**config.mk**
```make
export PLATFORM = sky130hd
export DESIGN_NAME = pmt_top
export DESIGN_NICKNAME = d
export VERILOG_FILES = /design/src/rtl/pmt_pkg.sv /design/src/rtl/pmt_tlb_if.sv /design/src/rtl/pmt_tlb.sv /design/src/rtl/pmt_top.sv
export VERILOG_INCLUDE_DIRS = /design/src /design/src/rtl
export SDC_FILE = /design/constraint.sdc
export NUM_CORES = 1
export LEC_CHECK = 0
export ABC_AREA = 1
export BUFFER_PORTS_ARGS = -buffer_cell sky130_fd_sc_hd__buf_2
export CAP_MARGIN = 10
export CELL_PAD_IN_SITES_DETAIL_PLACEMENT = 0
export CELL_PAD_IN_SITES_GLOBAL_PLACEMENT = 1
export CORE_MARGIN = 8
export CORE_UTILIZATION = 45
export CTS_BUF_LIST = sky130_fd_sc_hd__clkbuf_8
export CTS_CLUSTER_DIAMETER = 80
export DETAILED_ROUTE_END_ITERATION = 6
export PLACE_DENSITY = 0.85
export SYNTH_ARGS = -nofsm -noshare
export SYNTH_HDL_FRONTEND = slang
export SYNTH_SLANG_ARGS = --single-unit
```
**constraint.sdc**
```tcl
create_clock -name core_clk -period 6.3 [get_ports core_clk]
set_clock_uncertainty 0.05 [all_clocks]
set_input_delay 0.63 -clock core_clk [delete_from_list [all_inputs] [get_ports core_clk]]
set_output_delay 0.63 -clock core_clk [all_outputs]
set_load 0.01 [all_outputs]
```
**src/rtl/pmt_cfg.svh**
```systemverilog
// named constants for the paging mode and translation control block
`ifndef PMT_CFG_SVH
`define PMT_CFG_SVH

// control register bit positions
`define PMT_CR0_TRANS_BIT 31
`define PMT_CR4_LARGE_BIT 4
`define PMT_CR4_EXT_BIT 5

// identification answer
`define PMT_ID_WIDE_BIT 17
`define PMT_ID_LEAF_ONE 32'h00000001
`define PMT_ID_ZERO 32'h00000000

// directory and table entry fields
`define PMT_ENT_PRESENT_BIT 0
`define PMT_ENT_SIZE_BIT 7
`define PMT_WIDE_HI_LSB 13
`define PMT_WIDE_HI_MSB 16

// physical address width and frame width (4-KByte granules)
`define PMT_PA_W 36
`define PMT_FRAME_W 24
`define PMT_VPN_W 20

// tag masks per page size, in 4-KByte page numbers
`define PMT_MASK_4K 20'hfffff
`define PMT_MASK_2M 20'hffe00
`define PMT_MASK_4M 20'hffc00

// entries held by each lookaside buffer
`define PMT_TLB_N 4
`define PMT_TLB_PTR_W 2

`endif

```
**src/rtl/pmt_pkg.sv**
```systemverilog
// types shared by the paging translation block and its lookaside buffers
package pmt_pkg;

  typedef enum logic [1:0] {
    pmt_sz_4k = 2'h0,
    pmt_sz_2m = 2'h1,
    pmt_sz_4m = 2'h2,
    pmt_sz_none = 2'h3
  } pmt_size_e;

  typedef enum logic [5:0] {
    pmt_st_idle = 6'h01,
    pmt_st_lookup = 6'h02,
    pmt_st_rd_ptr = 6'h04,
    pmt_st_rd_dir = 6'h08,
    pmt_st_rd_tab = 6'h10,
    pmt_st_fault = 6'h20
  } pmt_state_e;

endpackage

```
**src/rtl/pmt_tlb_if.sv**
```systemverilog
// lookup and fill signals between the walker and one lookaside buffer
`timescale 1ns/1ps
`default_nettype none
`include "pmt_cfg.svh"

interface pmt_tlb_if;
  logic [`PMT_VPN_W-1:0] lookup_vpn;
  logic hit;
  logic [`PMT_FRAME_W-1:0] hit_frame;
  pmt_pkg::pmt_size_e hit_size;
  logic fill_valid;
  logic [`PMT_VPN_W-1:0] fill_vpn;
  logic [`PMT_FRAME_W-1:0] fill_frame;
  pmt_pkg::pmt_size_e fill_size;
  logic flush;

  modport store (
    input lookup_vpn,
    input fill_valid,
    input fill_vpn,
    input fill_frame,
    input fill_size,
    input flush,
    output hit,
    output hit_frame,
    output hit_size
  );

  modport user (
    output lookup_vpn,
    output fill_valid,
    output fill_vpn,
    output fill_frame,
    output fill_size,
    output flush,
    input hit,
    input hit_frame,
    input hit_size
  );
endinterface

`default_nettype wire

```
**src/rtl/pmt_tlb.sv**
```systemverilog
// small fully associative lookaside buffer with round-robin replacement
`timescale 1ns/1ps
`default_nettype none
`include "pmt_cfg.svh"

module pmt_tlb (
  input wire logic core_clk,
  input wire logic rst,
  pmt_tlb_if.store tlb
);

  logic valid_ff [`PMT_TLB_N];
  logic [`PMT_VPN_W-1:0] tag_ff [`PMT_TLB_N];
  logic [`PMT_FRAME_W-1:0] frame_ff [`PMT_TLB_N];
  pmt_pkg::pmt_size_e size_ff [`PMT_TLB_N];
  logic [`PMT_TLB_PTR_W-1:0] ptr_ff;
  logic nxt_valid [`PMT_TLB_N];
  logic [`PMT_VPN_W-1:0] nxt_tag [`PMT_TLB_N];
  logic [`PMT_FRAME_W-1:0] nxt_frame [`PMT_TLB_N];
  pmt_pkg::pmt_size_e nxt_size [`PMT_TLB_N];
  logic [`PMT_TLB_PTR_W-1:0] nxt_ptr;
  logic [`PMT_VPN_W-1:0] mask;

  // =====================================================
  // lookup
  always_comb begin
    tlb.hit = 1'b0;
    tlb.hit_frame = '0;
    tlb.hit_size = pmt_pkg::pmt_sz_4k;
    mask = `PMT_MASK_4K;
    for (int i = 0; i < `PMT_TLB_N; i++) begin
      case (size_ff[i])
        pmt_pkg::pmt_sz_2m: mask = `PMT_MASK_2M;
        pmt_pkg::pmt_sz_4m: mask = `PMT_MASK_4M;
        default: mask = `PMT_MASK_4K;
      endcase
      if (!tlb.hit && valid_ff[i] && (((tag_ff[i] ^ tlb.lookup_vpn) & mask) == '0)) begin
        tlb.hit = 1'b1;
        tlb.hit_frame = frame_ff[i];
        tlb.hit_size = size_ff[i];
      end
    end
  end

  // =====================================================
  // fill and flush
  // a flush in the same cycle as a fill wins: the fill may belong to the old mode
  always_comb begin
    nxt_ptr = ptr_ff;
    for (int i = 0; i < `PMT_TLB_N; i++) begin
      nxt_valid[i] = valid_ff[i] && !tlb.flush;
      nxt_tag[i] = tag_ff[i];
      nxt_frame[i] = frame_ff[i];
      nxt_size[i] = size_ff[i];
    end
    if (tlb.fill_valid && !tlb.flush) begin
      nxt_valid[ptr_ff] = 1'b1;
      nxt_tag[ptr_ff] = tlb.fill_vpn;
      nxt_frame[ptr_ff] = tlb.fill_frame;
      nxt_size[ptr_ff] = tlb.fill_size;
      nxt_ptr = ptr_ff + 1'b1;
    end
  end

  always_ff @(posedge core_clk) begin
    if (rst) begin
      ptr_ff <= '0;
      for (int i = 0; i < `PMT_TLB_N; i++) begin
        valid_ff[i] <= 1'b0;
        tag_ff[i] <= '0;
        frame_ff[i] <= '0;
        size_ff[i] <= pmt_pkg::pmt_sz_4k;
      end
    end else begin
      ptr_ff <= nxt_ptr;
      for (int i = 0; i < `PMT_TLB_N; i++) begin
        valid_ff[i] <= nxt_valid[i];
        tag_ff[i] <= nxt_tag[i];
        frame_ff[i] <= nxt_frame[i];
        size_ff[i] <= nxt_size[i];
      end
    end
  end

endmodule

`default_nettype wire

```
**src/rtl/pmt_top.sv**
```systemverilog
// paging mode decode, table walk and translation lookaside buffering
//
// Operation
// - translation maps pages of 4K, 2M or 4M
// - non-present page faults, restart after handler return
// - cache entries; read memory only on miss
// - translation enable from control zero bit 31
// - large page enable from control four bit 4
// - address extension from control four bit 5
// - no large, no extension: always 4K pages
// - extension only with translation; pointer table first
// - extension widens to implemented width
// - identification leaf one reports wide scheme, bit 17
// - wide scheme forms 36-bit 4M addresses
// - directory: 1024 entries of 32 bits
// - table: 1024 entries, used only for 4K
// - pointer table of four 64-bit entries
// - size bit 0 table; 1 maps 4M
// - extension with size bit 1 maps 2M
// - otherwise 32-bit physical, 4 GBytes
`timescale 1ns/1ps
`default_nettype none
`include "pmt_cfg.svh"

module pmt_top #(
  // arbitrary default; set per implementation
  parameter logic WIDE_SCHEME_AVAIL = 1'b1
) (
  input wire logic core_clk,
  input wire logic rst,
  input wire logic [31:0] control_register_zero,
  input wire logic [31:0] control_register_four,
  input wire logic [31:0] dir_base,
  input wire logic tlb_flush,
  input wire logic [31:0] id_leaf,
  output logic [31:0] data_register_d,
  input wire logic req_valid,
  input wire logic [31:0] req_lin,
  output logic req_ready,
  output logic resp_valid,
  output logic [`PMT_PA_W-1:0] resp_phys,
  output pmt_pkg::pmt_size_e resp_size,
  output logic page_fault_exception,
  output logic fault_pending,
  output logic [31:0] fault_lin,
  input wire logic handler_return,
  output logic mem_req,
  output logic [`PMT_PA_W-1:0] mem_addr,
  input wire logic mem_rvalid,
  input wire logic [63:0] mem_rdata
);

  pmt_tlb_if small_if ();
  pmt_tlb_if large_if ();

  pmt_tlb u_small_tlb (
    .core_clk(core_clk),
    .rst(rst),
    .tlb(small_if)
  );

  pmt_tlb u_large_tlb (
    .core_clk(core_clk),
    .rst(rst),
    .tlb(large_if)
  );

  // =====================================================
  // mode decode
  logic trans_en;
  logic large_en;
  logic ext_en;
  logic wide_en;
  logic [3:0] mode_ff;
  logic [3:0] nxt_mode;
  logic mode_change;
  logic [31:0] data_d_ff;
  logic [31:0] nxt_data_d;

  always_comb begin
    nxt_mode[3] = control_register_zero[`PMT_CR0_TRANS_BIT];
    nxt_mode[2] = control_register_four[`PMT_CR4_LARGE_BIT];
    nxt_mode[1] = control_register_four[`PMT_CR4_EXT_BIT];
    nxt_mode[0] = WIDE_SCHEME_AVAIL;
    nxt_data_d = `PMT_ID_ZERO;
    if (id_leaf == `PMT_ID_LEAF_ONE) begin
      nxt_data_d[`PMT_ID_WIDE_BIT] = WIDE_SCHEME_AVAIL;
    end
  end

  always_ff @(posedge core_clk) begin
    if (rst) begin
      mode_ff <= 4'h0;
      data_d_ff <= 32'h0;
    end else begin
      mode_ff <= nxt_mode;
      data_d_ff <= nxt_data_d;
    end
  end

  // extension and large pages mean nothing while translation is off
  assign trans_en = mode_ff[3];
  assign ext_en = mode_ff[3] && mode_ff[1];
  assign large_en = mode_ff[3] && mode_ff[2];
  assign wide_en = large_en && !mode_ff[1] && mode_ff[0];
  // cached entries were formed under the old mode, so a mode change drops them all
  assign mode_change = (mode_ff != nxt_mode);
  assign data_register_d = data_d_ff;

  // =====================================================
  // walk state machine
  pmt_pkg::pmt_state_e state_ff;
  pmt_pkg::pmt_state_e nxt_state;
  logic [31:0] lin_ff;
  logic [31:0] nxt_lin;
  logic ready_ff;
  logic nxt_ready;
  logic resp_valid_ff;
  logic nxt_resp_valid;
  logic [`PMT_PA_W-1:0] resp_phys_ff;
  logic [`PMT_PA_W-1:0] nxt_resp_phys;
  pmt_pkg::pmt_size_e resp_size_ff;
  pmt_pkg::pmt_size_e nxt_resp_size;
  logic fault_pulse_ff;
  logic nxt_fault_pulse;
  logic fault_pend_ff;
  logic nxt_fault_pend;
  logic mem_req_ff;
  logic nxt_mem_req;
  logic [`PMT_PA_W-1:0] mem_addr_ff;
  logic [`PMT_PA_W-1:0] nxt_mem_addr;
  logic [31:0] ent_lo;
  logic [`PMT_FRAME_W-1:0] wide_frame;

  assign small_if.lookup_vpn = lin_ff[31:12];
  assign large_if.lookup_vpn = lin_ff[31:12];
  assign small_if.flush = tlb_flush || mode_change;
  assign large_if.flush = tlb_flush || mode_change;
  assign ent_lo = mem_rdata[31:0];
  // wide scheme: upper physical bits ride in otherwise reserved directory bits
  assign wide_frame = {ent_lo[`PMT_WIDE_HI_MSB:`PMT_WIDE_HI_LSB], ent_lo[31:22], 10'h0};

  always_comb begin
    nxt_state = state_ff;
    nxt_lin = lin_ff;
    nxt_ready = ready_ff;
    nxt_resp_valid = 1'b0;
    nxt_resp_phys = resp_phys_ff;
    nxt_resp_size = resp_size_ff;
    nxt_fault_pulse = 1'b0;
    nxt_fault_pend = fault_pend_ff;
    nxt_mem_req = 1'b0;
    nxt_mem_addr = mem_addr_ff;
    small_if.fill_valid = 1'b0;
    small_if.fill_vpn = lin_ff[31:12];
    small_if.fill_frame = {4'h0, ent_lo[31:12]};
    small_if.fill_size = pmt_pkg::pmt_sz_4k;
    large_if.fill_valid = 1'b0;
    large_if.fill_vpn = lin_ff[31:12];
    large_if.fill_frame = {4'h0, ent_lo[31:22], 10'h0};
    large_if.fill_size = pmt_pkg::pmt_sz_4m;
    case (state_ff)
      pmt_pkg::pmt_st_idle: begin
        if (req_valid && ready_ff) begin
          nxt_lin = req_lin;
          nxt_ready = 1'b0;
          nxt_state = pmt_pkg::pmt_st_lookup;
        end
      end
      pmt_pkg::pmt_st_lookup: begin
        if (!trans_en) begin
          nxt_resp_phys = {4'h0, lin_ff};
          nxt_resp_size = pmt_pkg::pmt_sz_none;
          nxt_resp_valid = 1'b1;
          nxt_ready = 1'b1;
          nxt_state = pmt_pkg::pmt_st_idle;
        end else if (small_if.hit) begin
          nxt_resp_phys = {small_if.hit_frame, lin_ff[11:0]};
          nxt_resp_size = pmt_pkg::pmt_sz_4k;
          nxt_resp_valid = 1'b1;
          nxt_ready = 1'b1;
          nxt_state = pmt_pkg::pmt_st_idle;
        end else if (large_if.hit) begin
          if (large_if.hit_size == pmt_pkg::pmt_sz_2m) begin
            nxt_resp_phys = {large_if.hit_frame[23:9], lin_ff[20:0]};
          end else begin
            nxt_resp_phys = {large_if.hit_frame[23:10], lin_ff[21:0]};
          end
          nxt_resp_size = large_if.hit_size;
          nxt_resp_valid = 1'b1;
          nxt_ready = 1'b1;
          nxt_state = pmt_pkg::pmt_st_idle;
        end else if (ext_en) begin
          // four 8-byte pointer entries picked by the top two linear bits
          nxt_mem_addr = {4'h0, dir_base[31:5], lin_ff[31:30], 3'h0};
          nxt_mem_req = 1'b1;
          nxt_state = pmt_pkg::pmt_st_rd_ptr;
        end else begin
          // 1024 four-byte directory entries in one 4-KByte page
          nxt_mem_addr = {4'h0, dir_base[31:12], lin_ff[31:22], 2'h0};
          nxt_mem_req = 1'b1;
          nxt_state = pmt_pkg::pmt_st_rd_dir;
        end
      end
      pmt_pkg::pmt_st_rd_ptr: begin
        if (mem_rvalid) begin
          if (!ent_lo[`PMT_ENT_PRESENT_BIT]) begin
            nxt_fault_pulse = 1'b1;
            nxt_fault_pend = 1'b1;
            nxt_state = pmt_pkg::pmt_st_fault;
          end else begin
            // only 36 address bits are implemented here; a wider part widens this slice
            nxt_mem_addr = {mem_rdata[35:12], lin_ff[29:21], 3'h0};
            nxt_mem_req = 1'b1;
            nxt_state = pmt_pkg::pmt_st_rd_dir;
          end
        end
      end
      pmt_pkg::pmt_st_rd_dir: begin
        if (mem_rvalid) begin
          if (!ent_lo[`PMT_ENT_PRESENT_BIT]) begin
            nxt_fault_pulse = 1'b1;
            nxt_fault_pend = 1'b1;
            nxt_state = pmt_pkg::pmt_st_fault;
          end else if (ext_en && ent_lo[`PMT_ENT_SIZE_BIT]) begin
            // 2-MByte page straight from the entry, large enable not consulted
            nxt_resp_phys = {mem_rdata[35:21], lin_ff[20:0]};
            nxt_resp_size = pmt_pkg::pmt_sz_2m;
            large_if.fill_valid = 1'b1;
            large_if.fill_frame = {mem_rdata[35:21], 9'h0};
            large_if.fill_size = pmt_pkg::pmt_sz_2m;
            nxt_resp_valid = 1'b1;
            nxt_ready = 1'b1;
            nxt_state = pmt_pkg::pmt_st_idle;
          end else if (!ext_en && large_en && ent_lo[`PMT_ENT_SIZE_BIT]) begin
            if (wide_en) begin
              nxt_resp_phys = {wide_frame[23:10], lin_ff[21:0]};
              large_if.fill_frame = wide_frame;
            end else begin
              nxt_resp_phys = {4'h0, ent_lo[31:22], lin_ff[21:0]};
            end
            nxt_resp_size = pmt_pkg::pmt_sz_4m;
            large_if.fill_valid = 1'b1;
            nxt_resp_valid = 1'b1;
            nxt_ready = 1'b1;
            nxt_state = pmt_pkg::pmt_st_idle;
          end else if (ext_en) begin
            nxt_mem_addr = {mem_rdata[35:12], lin_ff[20:12], 3'h0};
            nxt_mem_req = 1'b1;
            nxt_state = pmt_pkg::pmt_st_rd_tab;
          end else begin
            // size bit ignored without large pages
            nxt_mem_addr = {4'h0, ent_lo[31:12], lin_ff[21:12], 2'h0};
            nxt_mem_req = 1'b1;
            nxt_state = pmt_pkg::pmt_st_rd_tab;
          end
        end
      end
      pmt_pkg::pmt_st_rd_tab: begin
        if (mem_rvalid) begin
          if (!ent_lo[`PMT_ENT_PRESENT_BIT]) begin
            nxt_fault_pulse = 1'b1;
            nxt_fault_pend = 1'b1;
            nxt_state = pmt_pkg::pmt_st_fault;
          end else begin
            if (ext_en) begin
              nxt_resp_phys = {mem_rdata[35:12], lin_ff[11:0]};
              small_if.fill_frame = mem_rdata[35:12];
            end else begin
              nxt_resp_phys = {4'h0, ent_lo[31:12], lin_ff[11:0]};
            end
            nxt_resp_size = pmt_pkg::pmt_sz_4k;
            small_if.fill_valid = 1'b1;
            nxt_resp_valid = 1'b1;
            nxt_ready = 1'b1;
            nxt_state = pmt_pkg::pmt_st_idle;
          end
        end
      end
      pmt_pkg::pmt_st_fault: begin
        // the same linear address is walked again, as the restarted access would
        if (handler_return) begin
          nxt_fault_pend = 1'b0;
          nxt_state = pmt_pkg::pmt_st_lookup;
        end
      end
      default: begin
        nxt_state = pmt_pkg::pmt_st_idle;
        nxt_ready = 1'b1;
      end
    endcase
  end

  always_ff @(posedge core_clk) begin
    if (rst) begin
      state_ff <= pmt_pkg::pmt_st_idle;
      lin_ff <= 32'h0;
      ready_ff <= 1'b1;
      resp_valid_ff <= 1'b0;
      resp_phys_ff <= '0;
      resp_size_ff <= pmt_pkg::pmt_sz_none;
      fault_pulse_ff <= 1'b0;
      fault_pend_ff <= 1'b0;
      mem_req_ff <= 1'b0;
      mem_addr_ff <= '0;
    end else begin
      state_ff <= nxt_state;
      lin_ff <= nxt_lin;
      ready_ff <= nxt_ready;
      resp_valid_ff <= nxt_resp_valid;
      resp_phys_ff <= nxt_resp_phys;
      resp_size_ff <= nxt_resp_size;
      fault_pulse_ff <= nxt_fault_pulse;
      fault_pend_ff <= nxt_fault_pend;
      mem_req_ff <= nxt_mem_req;
      mem_addr_ff <= nxt_mem_addr;
    end
  end

  assign req_ready = ready_ff;
  assign resp_valid = resp_valid_ff;
  assign resp_phys = resp_phys_ff;
  assign resp_size = resp_size_ff;
  assign page_fault_exception = fault_pulse_ff;
  assign fault_pending = fault_pend_ff;
  assign fault_lin = lin_ff;
  assign mem_req = mem_req_ff;
  assign mem_addr = mem_addr_ff;

endmodule

`default_nettype wire

```
==> qor.csv <==
stage,metric,value,unit
power_and_ir_drop,p_sw_share,35.3,%
die,die_h,239,um
synthesis,synth-main-ff-cell,dfxtp_1,
critical_path,worstPathRequired,6.82,ns
synthesis,synth_top_area_share,41.4,%
global_routing,grt_pass1_wl,119000,um
critical_path,crit_arrival,4.91,ns
synthesis,async_flop_share,0,%
finish,mostFrequentLayoutCell,nand2_1,
finish,drive_gt1_share,13.7,%
power_and_ir_drop,ir_drop,0.000363,V
power_and_ir_drop,switchingPower,0.00284,W
synthesis,syn-cell-area,0.0224,mm2
sta,max_freq,228,MHz
routing,wl_per_cell,19.3,um
cts,cts_root_buf,clkbuf_8,
routing,drt-total-wl,78400,um
die,dieArea,0.0573,mm2
synthesis,synth_cells,3193,
global_routing,grt_overflow_total,0,
sta,finalCritPeriodShare,69.8,%
sta,max_slew_margin,25.3,%
run,maxCapViolCount,0,
placement,dp_hpwl,52900,um
cts,htreeDepth,3,
power_and_ir_drop,leakage,11.0,nW
cts,ctsHoldBuffers,0,
sta,period_minus_slack,4.39,ns
routing,via_count,21936,
die,ios,373,
finish,syn_to_final_growth,12.4,%
cts,cts.sinks,464,
cts,cts_tree,built,
power_and_ir_drop,seqPwrFrac,39.9,%
finish,final_cells,4050,
die,initial_core_util,45.2,%
synthesis,synth.ff_latch_count,464,
sta,tns,0,ns
power_and_ir_drop,clkPwrFrac,35.7,%
routing,postRouteAntennaNets,0,
sta,finalSetupViolations,0,
cts,cts_resized,0,
synthesis,ys_types,48,
die,die_w,239,um
placement,place_congestion,0.909,
hold_path,min-delay-path-class,input pin to register,
sta,report.final.slew_viol_count,0,
placement,portBuffers,235,
critical_path,critPathKind,register to register,
power_and_ir_drop,internal_power,0.00521,W
placement,dp.cells,3907,
critical_path,cp_max_fo,32,
run_status,status,"complete, no violations",
power_and_ir_drop,combPwrFrac,24.4,%
synthesis,synth.largest_area_cell,dfxtp_1,
synthesis,syn_avg_cell_area,7.03,um2
die,rows,82,
power_and_ir_drop,powerDensity,319,mW/mm2
global_routing,grt_max_degree,197,
sta,worst_slew_pin_slew,1.12,ns
routing,drt-initial-drc-count,2051,
synthesis,yosysWarnings,0,
critical_path,crit_path_start_kind,register,
global_routing,grt_usage,26.3,%
sta,whs,0.127,ns
synthesis,synthTopCellsByArea,"dfxtp_1 41%, a21oi_1 9.5%, nand2_1 9.4%",
cts,clock_latency,0.68,ns
finish,post-route-util,50.8,%
global_routing,antenna_found_initial,1,
die,core_area,0.0497,mm2
global_routing,first_global_vias,20780,
routing,vias_per_cell,5.42,
synthesis,seq_area_frac_synth,41.4,%
finish,layout.nets,3566,
critical_path,cp-end-kind,register,
finish,most-common-layout-cells,"561 x nand2_1, 464 x dfxtp_1, 424 x a21oi_1, 361 x o21ai_0, 286 x nor2_1",
cts,post_cts.repair.setup_buffers,0,
cts,path_clk_slew,0.06,ns
routing,drc,0,
sta,hold_violations,0,
cts,clockBufferDepth,3,
cts,numCtsBuffers,82,
finish,fillers,5013,
sta,rsz0062_at_grt,no,
synthesis,synth_edf_count,0,
routing,drtPass1Iterations,5,
==> synthesized netlist by cell type (16+ instances only) <==
cell type	number
nor3_1	30
o21ai_0	361
xor2_1	42
nand2_1	563
buf_2	58
nor2_1	287
ha_1	16
a21oi_1	424
buf_4	71
inv_1	263
dfxtp_1	464
o211ai_1	18
clkbuf_1	127
inv_2	26
o22ai_1	26
xnor2_1	30
nand4_1	27
a211oi_1	67
nand3_1	191
==> per-stage QoR <==
step                cell area [um2]  power (W)  setup slack, ns
finish                        25200    0.00806             1.91
global route                  25200    0.00842             1.58
CTS                           25200    0.00808             1.75
detailed placement            23500    0.00521             1.55
global placement              23500    0.00519             1.61
floorplan                     22600    0.00453             4.09
==> routing by layer <==
metal | wire length (um) | share of wire [%] | GRT usage [%]
met5 | 0 | 0 | 0
met4 | 2900 | 3.7 | 11.0
met3 | 5760 | 7.4 | 4.83
met2 | 35200 | 45 | 42.1
met1 | 34500 | 44 | 34.7
==> critical path, cell delays in order, from the launching register on <==
cell and delay, ns:
dfxtp_1 0.33, nor2_2 0.23, nand4_2 0.71, inv_1 0.40, nand2_1 0.09, nor2_1 0.49, nand2_1 0.24, inv_2 0.15
nand2_1 0.57, clkinv_1 0.53, buf_16 0.22, o21ai_0 0.09, a21oi_1 0.18
==> power by group through the flow <==
stage	combinational [W]	clock, W	sequential (W)
after floorplan	0.00132	0	0.00321
after global placement	0.00192	0	0.00327
after detailed placement	0.00194	0	0.00327
after CTS	0.00195	0.00292	0.00321
after global routing	0.00214	0.00305	0.00323
final	0.00197	0.00287	0.00322
==> final timing paths <==
check                                   start                           to  slack (ns)  depth (start not counted)
setup reg to reg                  state_ff[5]  u_large_tlb.frame_ff[3][22]        1.91                         12
hold / removal                     req_lin[9]                 fault_lin[9]        0.13                          3
hold reg to reg   u_small_tlb.frame_ff[2][22]  u_small_tlb.frame_ff[2][22]        0.39                          2
setup / recovery                  state_ff[5]  u_large_tlb.frame_ff[3][22]        1.91                         12
==> cell type report <==
| cell class | instances | area (um2) | area share, % |
|---|---|---|---|
| multi-input combinational | 2200 | 10800 | 42.8 |
| sequential | 464 | 9290 | 36.8 |
| timing repair buffer | 275 | 1520 | 6.01 |
| clock buffer | 101 | 1390 | 5.51 |
| inverter | 297 | 1120 | 4.45 |
| tap | 672 | 841 | 3.33 |
| clock inverter | 40 | 264 | 1.05 |
| antenna | 1 | 2.50 | 0.00992 |
==> kinds of logic after synthesis <==
group	count (synthesis)	synth area share, %
AOI/OAI and AO/OA	917	21.8
DFF	464	41.4
other	1	0.0167
buffers and inverters	561	11.1
adders and majority gates	16	0.892
and+or+nand+nor	1162	22.0
xor gates and xnor gates	72	2.81
==> state kept, by name (all words and copies together), names as in the netlist <==
signal and flops:
mode_ff 4, u_large_tlb.ptr_ff 2, u_large_tlb.valid_ff 4, u_small_tlb.ptr_ff 2, fault_pending 1, u_large_tlb.tag_ff 80
data_register_d 1, req_ready 1, fault_lin 32, u_small_tlb.tag_ff 80, resp_valid 1, u_small_tlb.size_ff 8
u_large_tlb.frame_ff 60, u_large_tlb.size_ff 8, u_small_tlb.frame_ff 96, mem_addr 34, u_small_tlb.valid_ff 4, resp_phys 36
state_ff 6, page_fault_exception 1, mem_req 1, resp_size 2
Power figures use the tool's default switching activity.
